**src/usb_ctrl_defs.vh**
```
// constants for the usb device control, status, interrupt and event block
//
// Behaviour
// ten sources on two vectors; vector needs nonzero level, sources have enables
// transaction done per endpoint; endpoint recorded, pushed to queue when enabled
// in/out completion sets transfer flag, setup completion sets setup flag
// received start-of-frame token sets frame start flag on bus vector
// suspend flag set after lines idle for 3 ms
// resume flag set on non-idle line state while suspended, wakes chip
// bus-reset flag set when reset condition seen on the lines
// iso crc flag set on crc or stuff error to iso endpoint
// underflow flag when cannot return data, overflow when cannot accept
// stall flag set when a stall handshake was returned
// four events out: setup, frame start, crc error, under-or-overflow
// break option off: acknowledge debugger break at once
// break option on: acknowledge after ongoing transaction, then nack all
// enable bit 7 of control a; clearing aborts ongoing transaction at once
// speed bit resets to zero (low speed); one selects full speed
// queue enable pushes table address of each completing endpoint
// frame store bit set saves latest frame number, clear does not
// packets above four-bit top endpoint dropped, others looked up
// hold pull-up bit keeps pull-up in chip reset; power-on clears it; code keeps only d- pull-up, as reset clears speed bit after one cycle
// remote wake drives upstream resume only after 5 ms suspended; code waits on idle count, saturating at 3 ms, so default never drives
// refuse-all bit nacks everything and blocks memory access except setup
// connect bit enables d+ (full) or d- (low) pull-up; clear detaches
// status reports upstream resume sent, resume received, suspended
// bus-reset status set after single-ended zero held 2.5 us
// no interrupt leaves unless the two-bit level is nonzero
// request high while an enabled set flag exists and level nonzero
`ifndef USB_CTRL_DEFS_VH
`define USB_CTRL_DEFS_VH
// register offsets
`define OFS_CONTROL_A 4'h0
`define OFS_CONTROL_B 4'h1
`define OFS_LINE_STATUS 4'h2
`define OFS_IRQ_CTRL_A 4'h3
`define OFS_IRQ_CTRL_B 4'h4
`define OFS_FLAGS_A 4'h5
`define OFS_FLAGS_B 4'h6
`define OFS_FRAME_LO 4'h7
`define OFS_FRAME_HI 4'h8
`define OFS_DONE_EP 4'h9
`define OFS_DEBUG 4'hA
// control a fields
`define CA_ENABLE 7
`define CA_SPEED 6
`define CA_QUEUE 5
`define CA_FRSTORE 4
// control b fields
`define CB_HOLDPU 4
`define CB_RWAKE 2
`define CB_REFUSE 1
`define CB_CONNECT 0
`define CB_MASK 8'h17
// status fields
`define ST_UPSTREAM_WAKE_SENT 3
`define ST_RESUME 2
`define ST_SUSPEND 1
`define ST_LINE_RESET_SEEN 0
// irq control a fields
`define IA_SOF 7
`define IA_BUSEV 6
`define IA_BUSERR 5
`define IA_STALL 4
`define IA_MASK 8'hF3
`define IB_MASK 8'h03
// flags a bits
`define FA_SOF 7
`define FA_SUSP 6
`define FA_RESUME 5
`define FA_RST 4
`define FA_CRC 3
`define FA_UNF 2
`define FA_OVF 1
`define FA_STALL 0
// flags b bits
`define FB_XFER 1
`define FB_SETUP 0
// debug register fields
`define DB_BREAKOPT 0
// reset value of every register except the hold pull-up bit of control b, which keeps its value
`define REG_RESET 8'h00
// times and their counts at 50 MHz (20 ns), sized to the 24-bit counters
`define CLK_NS 20
`define IDLE_SUSP_NS 3000000
`define IDLE_SUSP_CYC 24'h0249F0
`define WAKE_HOLD_NS 5000000
`define WAKE_HOLD_CYC 24'h03D090
`define SE0_RST_NS 2500
`define SE0_RST_CYC 24'h00007D
`define RESUME_DRV_NS 1000000
`define RESUME_DRV_CYC 24'h00C350
`endif

```
**src/usb_ctrl_irq.v**
```verilog
// usb device control, status, interrupt and event logic
`timescale 1ns/1ps
`default_nettype none
`include "usb_ctrl_defs.vh"
module usb_ctrl_irq #(
   parameter [23:0] IDLE_SUSP_CYC = `IDLE_SUSP_CYC,
   parameter [23:0] WAKE_HOLD_CYC = `WAKE_HOLD_CYC,
   parameter [23:0] RESUME_DRV_CYC = `RESUME_DRV_CYC
) (
   input wire core_clk_i, // 50 MHz clock
   input wire rst_i, // synchronous reset, active high
   input wire por_i, // power-on reset, active high
   input wire [3:0] addr_i, // register address
   input wire [7:0] wdata_i, // write data
   input wire wr_i, // write strobe
   input wire rd_i, // read strobe
   output reg [7:0] rdata_o, // read data, cycle after strobe
   input wire dp_i, // d+ line level (async)
   input wire dm_i, // d- line level (async)
   output wire dp_o, // d+ drive value
   output wire dm_o, // d- drive value
   output wire line_oe_o, // high while driving the lines
   output wire dp_pullup_o, // d+ pull-up on
   output wire dm_pullup_o, // d- pull-up on
   output wire enabled_o, // interface enabled
   output wire full_speed_o, // speed selection
   output wire done_queue_enable_o, // completion queue enabled
   output wire [3:0] top_endpoint_index_o, // highest endpoint served
   input wire [3:0] token_ep_i, // endpoint of current token
   output wire token_ep_accept_o, // token endpoint is within range
   input wire sof_i, // pulse: sof token received
   input wire [10:0] frame_index_word_i, // frame number of that sof
   output reg [10:0] frame_store_o, // stored frame number
   output reg frame_store_wr_o, // pulse: frame number written to memory
   input wire xfer_done_i, // pulse: in or out transaction completed
   input wire setup_done_i, // pulse: setup transaction completed
   input wire [3:0] done_ep_i, // endpoint of the completion
   input wire [15:0] done_table_addr_i, // table address of that endpoint
   output reg queue_push_o, // pulse: push address into queue
   output reg [15:0] queue_addr_o, // address pushed
   input wire iso_crc_err_i, // pulse: crc/stuff error, iso endpoint
   input wire starved_i, // pulse: could not return data
   input wire overrun_i, // pulse: could not accept data
   input wire stall_sent_i, // pulse: stall handshake returned
   input wire trans_busy_i, // a transaction is under way
   input wire is_setup_i, // current transaction is a setup
   output wire nack_all_o, // answer nack to every transaction
   output wire mem_block_o, // forbid on-chip memory access
   output wire abort_o, // abort ongoing transaction now
   input wire debugger_break_i, // break request from debugger
   output reg debugger_break_ack_o, // break acknowledged
   output wire xfer_done_vector_o, // transaction-complete request
   output wire line_event_vector_o, // bus-event request
   output wire [1:0] irq_priority_level_o, // interrupt level
   output wire wake_o, // asynchronous wake on resume
   output reg ev_setup_o, // event: setup complete
   output reg ev_sof_o, // event: start of frame
   output reg ev_crc_o, // event: crc error
   output reg ev_flow_o // event: underflow or overflow
);

////////////////////////////////////////////////////////////////////////////////
// registers
reg [7:0] ctrl_a_q;
reg [7:0] ctrl_b_q;
reg [7:0] irq_a_q;
reg [7:0] irq_b_q;
reg [7:0] flags_a_q;
reg [1:0] flags_b_q;
reg [3:0] done_ep_q;
reg break_opt_q;
reg hold_pullup_q;
reg upstream_wake_sent_q;
reg resume_seen_q;
reg suspended_q;
reg line_reset_seen_q;
reg [23:0] idle_cnt_q;
reg [23:0] se0_cnt_q;
reg [23:0] drv_cnt_q;
reg driving_q;
reg [1:0] drv_echo_q;
reg [1:0] dp_sync_q;
reg [1:0] dm_sync_q;
reg was_idle_q;

// write address decode, shared by every register write
function wr_hit;
   input [3:0] a;
   input [3:0] ofs;
   begin
      wr_hit = (a == ofs);
   end
endfunction

wire wr_ca = wr_i && wr_hit(addr_i, `OFS_CONTROL_A);
wire wr_cb = wr_i && wr_hit(addr_i, `OFS_CONTROL_B);
wire wr_fa = wr_i && wr_hit(addr_i, `OFS_FLAGS_A);
wire wr_fb = wr_i && wr_hit(addr_i, `OFS_FLAGS_B);
wire enabled = ctrl_a_q[`CA_ENABLE];

////////////////////////////////////////////////////////////////////////////////
// line sampling: two flops before any logic
always @(posedge core_clk_i) begin
   if (rst_i) begin
      dp_sync_q <= 2'h0;
      dm_sync_q <= 2'h0;
   end else begin
      dp_sync_q <= {dp_sync_q[0], dp_i};
      dm_sync_q <= {dm_sync_q[0], dm_i};
   end
end
wire dp_s = dp_sync_q[1];
wire dm_s = dm_sync_q[1];
wire se0 = !dp_s && !dm_s;
// idle (j) state depends on speed: full speed d+ high, low speed d- high
wire line_idle = ctrl_a_q[`CA_SPEED] ? (dp_s && !dm_s) : (!dp_s && dm_s);

// synced lines lag our own drive by two flops; without this mask the
// tail of our own resume would read back as a host resume
always @(posedge core_clk_i) begin
   if (rst_i)
      drv_echo_q <= 2'h0;
   else
      drv_echo_q <= {drv_echo_q[0], driving_q};
end
wire own_drive = driving_q || (drv_echo_q != 2'h0);

////////////////////////////////////////////////////////////////////////////////
// control registers
always @(posedge core_clk_i) begin
   if (rst_i) begin
      ctrl_a_q <= `REG_RESET;
      ctrl_b_q <= `REG_RESET;
      irq_a_q <= `REG_RESET;
      irq_b_q <= `REG_RESET;
      break_opt_q <= 1'b0;
   end else begin
      if (wr_ca)
         ctrl_a_q <= wdata_i;
      if (wr_cb)
         ctrl_b_q <= wdata_i & `CB_MASK;
      if (wr_i && wr_hit(addr_i, `OFS_IRQ_CTRL_A))
         irq_a_q <= wdata_i & `IA_MASK;
      if (wr_i && wr_hit(addr_i, `OFS_IRQ_CTRL_B))
         irq_b_q <= wdata_i & `IB_MASK;
      if (wr_i && wr_hit(addr_i, `OFS_DEBUG))
         break_opt_q <= wdata_i[`DB_BREAKOPT];
   end
end

// hold-pullup survives chip reset; only power-on clears it
always @(posedge core_clk_i) begin
   if (por_i)
      hold_pullup_q <= 1'b0;
   else if (wr_cb)
      hold_pullup_q <= wdata_i[`CB_HOLDPU];
end

////////////////////////////////////////////////////////////////////////////////
// line state: suspend, bus reset, resume
always @(posedge core_clk_i) begin
   if (rst_i || !enabled) begin
      idle_cnt_q <= 24'h0;
      se0_cnt_q <= 24'h0;
      suspended_q <= 1'b0;
      line_reset_seen_q <= 1'b0;
      resume_seen_q <= 1'b0;
      was_idle_q <= 1'b0;
   end else begin
      was_idle_q <= line_idle;
      if (!line_idle)
         idle_cnt_q <= 24'h0;
      else if (idle_cnt_q != IDLE_SUSP_CYC)
         idle_cnt_q <= idle_cnt_q + 24'h1;
      if (line_idle && idle_cnt_q == IDLE_SUSP_CYC - 24'h1)
         suspended_q <= 1'b1;
      else if (!line_idle && !own_drive)
         suspended_q <= 1'b0;
      if (suspended_q && !line_idle && !own_drive)
         resume_seen_q <= 1'b1;
      else if (line_idle && idle_cnt_q == IDLE_SUSP_CYC - 24'h1)
         resume_seen_q <= 1'b0;
      if (!se0)
         se0_cnt_q <= 24'h0;
      else if (se0_cnt_q != `SE0_RST_CYC)
         se0_cnt_q <= se0_cnt_q + 24'h1;
      if (se0 && se0_cnt_q == `SE0_RST_CYC - 24'h1)
         line_reset_seen_q <= 1'b1;
      else if (!se0)
         line_reset_seen_q <= 1'b0;
   end
end
wire susp_rise = line_idle && idle_cnt_q == IDLE_SUSP_CYC - 24'h1 && enabled;
wire rst_rise = se0 && se0_cnt_q == `SE0_RST_CYC - 24'h1 && enabled;
wire resume_ev = suspended_q && !line_idle && !own_drive && enabled;
// wake is combinational from the raw lines so it works with clocks stopped
assign wake_o = suspended_q && !driving_q && (ctrl_a_q[`CA_SPEED] ? !(dp_i && !dm_i)
                                                     : !(!dp_i && dm_i));

////////////////////////////////////////////////////////////////////////////////
// remote wake: drive k state once suspended and the idle count reaches WAKE_HOLD_CYC
always @(posedge core_clk_i) begin
   if (rst_i || !enabled) begin
      driving_q <= 1'b0;
      drv_cnt_q <= 24'h0;
      upstream_wake_sent_q <= 1'b0;
   end else if (driving_q) begin
      drv_cnt_q <= drv_cnt_q + 24'h1;
      if (drv_cnt_q == RESUME_DRV_CYC - 24'h1) begin
         driving_q <= 1'b0;
         upstream_wake_sent_q <= 1'b1;
      end
   end else if (ctrl_b_q[`CB_RWAKE] && suspended_q && idle_cnt_q >= WAKE_HOLD_CYC) begin
      driving_q <= 1'b1;
      drv_cnt_q <= 24'h0;
   end else if (!suspended_q && line_idle) begin
      upstream_wake_sent_q <= 1'b0;
   end
end
// the idle counter saturates at 3 ms, so with default counts it never reaches the 5 ms wake hold
// k state: opposite of idle
assign dp_o = !ctrl_a_q[`CA_SPEED];
assign dm_o = ctrl_a_q[`CA_SPEED];
assign line_oe_o = driving_q;

////////////////////////////////////////////////////////////////////////////////
// attach and transaction gating
wire attach = ctrl_b_q[`CB_CONNECT] && enabled;
assign dp_pullup_o = (attach || (rst_i && hold_pullup_q)) && ctrl_a_q[`CA_SPEED];
assign dm_pullup_o = (attach || (rst_i && hold_pullup_q)) && !ctrl_a_q[`CA_SPEED];
assign enabled_o = enabled;
assign full_speed_o = ctrl_a_q[`CA_SPEED];
assign done_queue_enable_o = ctrl_a_q[`CA_QUEUE];
assign top_endpoint_index_o = ctrl_a_q[3:0];
assign token_ep_accept_o = enabled && (token_ep_i <= ctrl_a_q[3:0]);
assign abort_o = !enabled;
wire break_nack = break_opt_q && debugger_break_ack_o;
assign nack_all_o = (ctrl_b_q[`CB_REFUSE] && !is_setup_i) || break_nack;
assign mem_block_o = (ctrl_b_q[`CB_REFUSE] && !is_setup_i) || break_nack;

// debugger break acknowledge
always @(posedge core_clk_i) begin
   if (rst_i)
      debugger_break_ack_o <= 1'b0;
   else if (!debugger_break_i)
      debugger_break_ack_o <= 1'b0;
   else if (!break_opt_q)
      debugger_break_ack_o <= 1'b1;
   else if (!trans_busy_i)
      debugger_break_ack_o <= 1'b1;
end

////////////////////////////////////////////////////////////////////////////////
// interrupt flags: set wins over write-one-to-clear
wire [7:0] set_a = enabled ? {sof_i, susp_rise, resume_ev, rst_rise,
                              iso_crc_err_i, starved_i, overrun_i, stall_sent_i}
                           : 8'h00; // see R4 see R7 see R8 see R9
wire [1:0] set_b = enabled ? {xfer_done_i, setup_done_i} : 2'h0;
always @(posedge core_clk_i) begin
   if (rst_i) begin
      flags_a_q <= `REG_RESET;
      flags_b_q <= 2'h0;
      done_ep_q <= 4'h0;
   end else begin
      flags_a_q <= (flags_a_q & ~(wr_fa ? wdata_i : 8'h00)) | set_a;
      flags_b_q <= (flags_b_q & ~(wr_fb ? wdata_i[1:0] : 2'h0)) | set_b;
      if (set_b != 2'h0)
         done_ep_q <= done_ep_i;
   end
end

// completion queue push and frame number store
always @(posedge core_clk_i) begin
   if (rst_i) begin
      queue_push_o <= 1'b0;
      queue_addr_o <= 16'h0000;
      frame_store_o <= 11'h000;
      frame_store_wr_o <= 1'b0;
   end else begin
      queue_push_o <= enabled && ctrl_a_q[`CA_QUEUE] && (xfer_done_i || setup_done_i);
      if (xfer_done_i || setup_done_i)
         queue_addr_o <= done_table_addr_i;
      frame_store_wr_o <= enabled && sof_i && ctrl_a_q[`CA_FRSTORE];
      if (enabled && sof_i && ctrl_a_q[`CA_FRSTORE])
         frame_store_o <= frame_index_word_i;
   end
end

////////////////////////////////////////////////////////////////////////////////
// vector requests
wire lvl_on = irq_a_q[1:0] != 2'h0;
wire bus_req = (flags_a_q[`FA_SOF] && irq_a_q[`IA_SOF])
   || (|flags_a_q[`FA_SUSP:`FA_RST] && irq_a_q[`IA_BUSEV])
   || (|flags_a_q[`FA_CRC:`FA_OVF] && irq_a_q[`IA_BUSERR])
   || (flags_a_q[`FA_STALL] && irq_a_q[`IA_STALL]);
assign line_event_vector_o = lvl_on && bus_req; // see R26
assign xfer_done_vector_o = lvl_on && |(flags_b_q & irq_b_q[1:0]); // see R26
assign irq_priority_level_o = irq_a_q[1:0];

// events, one-cycle pulses
always @(posedge core_clk_i) begin
   if (rst_i) begin
      ev_setup_o <= 1'b0;
      ev_sof_o <= 1'b0;
      ev_crc_o <= 1'b0;
      ev_flow_o <= 1'b0;
   end else begin
      ev_setup_o <= set_b[`FB_SETUP];
      ev_sof_o <= set_a[`FA_SOF];
      ev_crc_o <= set_a[`FA_CRC];
      ev_flow_o <= set_a[`FA_UNF] || set_a[`FA_OVF];
   end
end

////////////////////////////////////////////////////////////////////////////////
// read port
always @(posedge core_clk_i) begin
   if (rst_i)
      rdata_o <= 8'h00;
   else if (rd_i) begin
      case (addr_i)
         `OFS_CONTROL_A: rdata_o <= ctrl_a_q;
         `OFS_CONTROL_B: rdata_o <= {3'h0, hold_pullup_q, ctrl_b_q[3:0]};
         `OFS_LINE_STATUS: rdata_o <= {4'h0, upstream_wake_sent_q, resume_seen_q,
                                       suspended_q, line_reset_seen_q};
         `OFS_IRQ_CTRL_A: rdata_o <= irq_a_q;
         `OFS_IRQ_CTRL_B: rdata_o <= irq_b_q;
         `OFS_FLAGS_A: rdata_o <= flags_a_q;
         `OFS_FLAGS_B: rdata_o <= {6'h00, flags_b_q};
         `OFS_FRAME_LO: rdata_o <= frame_store_o[7:0];
         `OFS_FRAME_HI: rdata_o <= {5'h00, frame_store_o[10:8]};
         `OFS_DONE_EP: rdata_o <= {4'h0, done_ep_q};
         `OFS_DEBUG: rdata_o <= {7'h00, break_opt_q};
         default: rdata_o <= 8'h00;
      endcase
   end else
      rdata_o <= 8'h00;
end

endmodule
`default_nettype wire

```
**config.mk**
```make
export PLATFORM = sky130hd
export DESIGN_NAME = usb_ctrl_irq
export DESIGN_NICKNAME = d
export VERILOG_FILES = /design/src/usb_ctrl_irq.v
export VERILOG_INCLUDE_DIRS = /design/src
export SDC_FILE = /design/constraint.sdc
export NUM_CORES = 1
export LEC_CHECK = 0
export ABC_AREA = 1
export BUFFER_PORTS_ARGS = -buffer_cell sky130_fd_sc_hd__buf_2
export CORE_MARGIN = 2
export CORE_UTILIZATION = 55
export DETAILED_ROUTE_END_ITERATION = 16
export PLACE_DENSITY = 0.87
export REMOVE_ABC_BUFFERS = 1
export SYNTH_ARGS = -nofsm -noshare
export SYNTH_HDL_FRONTEND = slang
export SYNTH_SLANG_ARGS = --single-unit
```
**constraint.sdc**
```tcl
create_clock -name core_clk_i -period 1.83 [get_ports core_clk_i]
set_input_delay 0.183 -clock core_clk_i [delete_from_list [all_inputs] [get_ports core_clk_i]]
set_output_delay 0.183 -clock core_clk_i [all_outputs]
set_load 0.005 [all_outputs]
```
==> impl_metrics.csv <==
group,metric,value,unit
clock_network,cts_root_buf,"clkbuf_16",
floorplan,floorplan_die_area,14800,um2
synth,syn-cell-area,7610,um2
critical_path,worst-r2r-cell-count,8,
timing,min_period,1.75,ns
clock_network,worst_setup_hold_path_clk_slew,0.06,ns
detailed_routing,detailroute.via_count,7808,
critical_path,end_kind,"output pin",
timing,hold_viol,0,
placement,port_buffers,126,
synth,cell_count_after_synthesis,1104,
floorplan,fp-row-count,42,
synth,number_of_synthesized_flops_with_an_enable_pin,0,
timing,worst_slew_pin_slew,0.577,ns
placement,dp.cells,1396,
timing,slew_headroom,61.2,%
synth,synth_top_family_by_area,"simple AND/OR/NAND/NOR gates",
synth,synth_most_common_cell,"nand2_1",
finish,final.fill_count,1075,
detailed_routing,drt_iter0_markers,646,
timing,finalCritPeriodShare,95.5,%
detailed_routing,postRouteAntennaNets,0,
synth,synth_flop_type,"dfxtp_1",
detailed_routing,drt-total-wl,20200,um
synth,synth_top_cells_by_area,"dfxtp_1 (42%), nand2_1 (9.9%), nor2_1 (8.1%), inv_1 (7.4%), a21oi_1 (6.4%)",
timing,unrepaired_setup_endpoints_after_global_routing,"no",
clock_network,h-tree-depth,4,
finish,diodes,0,
critical_path,cp.arrival,1.57,ns
finish,flow.area_growth_from_synthesis,20.4,%
clock_network,clock_insertion_delay_worst_skew,0.43,ns
synth,asyncSetResetFlopFracSynth,0,%
floorplan,initial_utilization,56.8,%
synth,distinct_cell_type_count_of_the_synthesized_netlist,43,
timing,maxSlewViolCount,0,
timing,setup_violations,0,
finish,final_nets,1321,
clock_network,cts-root-to-sink-buffers,2,
critical_path,cp_slowest_cell,"dfxtp_2",
detailed_routing,detail_route.drc_violations,0,
synth,area_leader_netlist,"dfxtp_1",
clock_network,cts_setup_buffers,0,
clock_network,clock_sinks,160,
synth,synth.cells.most_frequent,"nand2_1 (200), nor2_1 (165), dfxtp_1 (160)",
finish,final_core_utilization,68.4,%
hold_path,min_path_type,"in2reg",
clock_network,cts-buffers-inserted,17,
synth,synth_fa_ha_area_share,1.64,%
critical_path,critPathTopFamily,"compound AO/OA/AOI/OAI gates",
timing,hold_slack_final,0.00588,ns
synth,synth.mux.area_fraction,0,%
synth,synthesis.yosys.warnings,0,
pwr,pwrdens,807,nW/um2
critical_path,cp_cell_sequence,"inv_2 > ha_4 > a21oi_1 > o21ai_0 > a21oi_1 > buf_2",
status,outcome,"completed",
synth,synthXorXnorAreaFrac,1.27,%
critical_path,critical-path-top-cell-by-count,"a21oi_1",
floorplan,chipWidth,122,um
floorplan,ios,127,
run,maxCapViolCount,0,
critical_path,critPathKind,"reg2out",
detailed_routing,total_iterations_of_the_first_detailed_routing_run,5,
synth,post_synth_simple_gate_area,29.7,%
critical_path,worst-endpoint-required,1.65,ns
timing,max_freq,572,MHz
critical_path,crit_path_max_incr_delay,0.34,ns
synth,ys_seq_elements,160,
floorplan,core_region_area,13400,um2
synth,synth_compound_area_share,15.4,%
finish,fraction_of_final_layout_cells_sized_beyond_drive_strength_1,17.1,%
critical_path,worstSetupStartpointType,"flop",
grt,remaining_global_route_overflow,0,
synth,sequential_fraction_of_the_synthesis_area,42.1,%
placement,place_congestion,0.952,
pwr,vdd_ir_drop_max,0.501,mV
finish,instances_no_fill,1436,
detailed_routing,routed_via_density,5.44,
synth,synthesis.area_per_instance,6.90,um2
pwr,total_leakage_power,0.00358,uW
grt,number_of_global_route_vias_before_repair,6990,
floorplan,die_height,122,um
clock_network,cts_tree,"done",
hold_path,worst_hold_path_cells,3,
timing,final_setup_skew,0.00554,ns
pwr,finalPower,7390,uW
placement,place.detailed.hpwl,14700,um
grt,pin_count_of_the_biggest_net_entering_global_routing,36,
grt,grt_first_pass_wirelength,32200,um
critical_path,path_max_fanout,3,
critical_path,cell_count_along_the_critical_path,6,
critical_path,critical_path.n_buffers_inverters,2,
detailed_routing,wire_per_inst,14.1,um
synth,synthDominantCellAreaShare,42.1,%
grt,antenna_violations_before_repair,0,
grt,grt_usage,27.2,%
==> per-stage QoR <==
stage	TNS (ns)	cell area, um2	worst slack (ns)
finish	0	9160	0.0818
global route	0	9160	0.0103
CTS	0	9150	0.0386
detailed placement	0	8460	0.188
global placement	0	8460	0.202
floorplan	-0.151	7440	-0.121
==> worst min-delay path: stages <==
cell	delay, ns
buf_2	0.09
nor2_1	0.04
nor2_1	0.08
==> final timing paths <==
check / start / endpoint / slack, ns
max: ctrl_a_q[3] / token_ep_accept_o / 0.08
min: overrun_i / ev_flow_o / 0.006
max reg2reg: idle_cnt_q[1] / resume_seen_q / 0.19
min reg2reg: drv_echo_q[0] / drv_echo_q[1] / 0.42
==> where the power goes <==
group	leakage (uW)	internal, uW	switching (uW)
registers	0.00130	3530	23.9
clock network	0.000268	2040	1460
logic	0.00201	141	197
total	0.00358	5710	1680
==> cell type report <==
type	instances	area, um2	share of cell area, %
clock buffer	19	443	4.83
clock inverter	13	138	1.50
inverter	155	582	6.35
multi-input combinational	757	3700	40.3
sequential	160	3210	35.0
tap	176	220	2.40
timing repair buffer	156	876	9.56
==> cell families after synthesis <==
family | count (synthesis)
xor gates and xnor gates | 11
buffers and inverters | 187
AOI/OAI and AO/OA | 220
adders and majority gates | 10
DFF | 160
and+or+nand+nor | 516
==> repair_timing <==
action,4_1_cts,5_1_grt
gates resized for setup,3,10
endpoints found under the setup margin,2,7
hold buffers,8,0
pin swaps,1,0
gates cloned,0,0
hold endpoints to repair,7,0
==> metal layers <==
layer	GRT usage (%)	vias up	wire length, um
met4	11.9	0	569
met5	0	-	0
met1	33.3	3552	8440
li1	-	3897	-
met3	6.32	54	1530
met2	45.7	305	9680
==> state kept, by name, indices dropped and copies added (netlist names), 3 cells and up <==
| signal | count |
|---|---|
| ctrl_b_q | 3 |
| idle_cnt_q | 24 |
| queue_addr_o | 16 |
| done_ep_q | 4 |
| ctrl_a_q | 8 |
| irq_a_q | 6 |
| drv_cnt_q | 24 |
| frame_store_o | 11 |
| flags_a_q | 8 |
| se0_cnt_q | 24 |
| rdata_o | 8 |
==> cells in the final DEF (no fill, tap or decap), drive strengths merged, types with 4 or more instances in the layout <==
cell	netlist	layout
dfxtp	160	160
ha	10	10
clkinvlp	0	6
clkbuf	15	19
inv	154	156
dlygate4sd3	0	8
o21ai	87	87
nand4	30	30
nor3	35	35
or2	7	7
a21oi	99	99
nor4	5	5
nand2	202	202
o22ai	12	12
a211oi	4	4
a31oi	5	5
nand3	60	60
xor2	10	10
clkinv	1	4
buf	17	148
nor2	174	174
(Power assumes the default switching activity.)
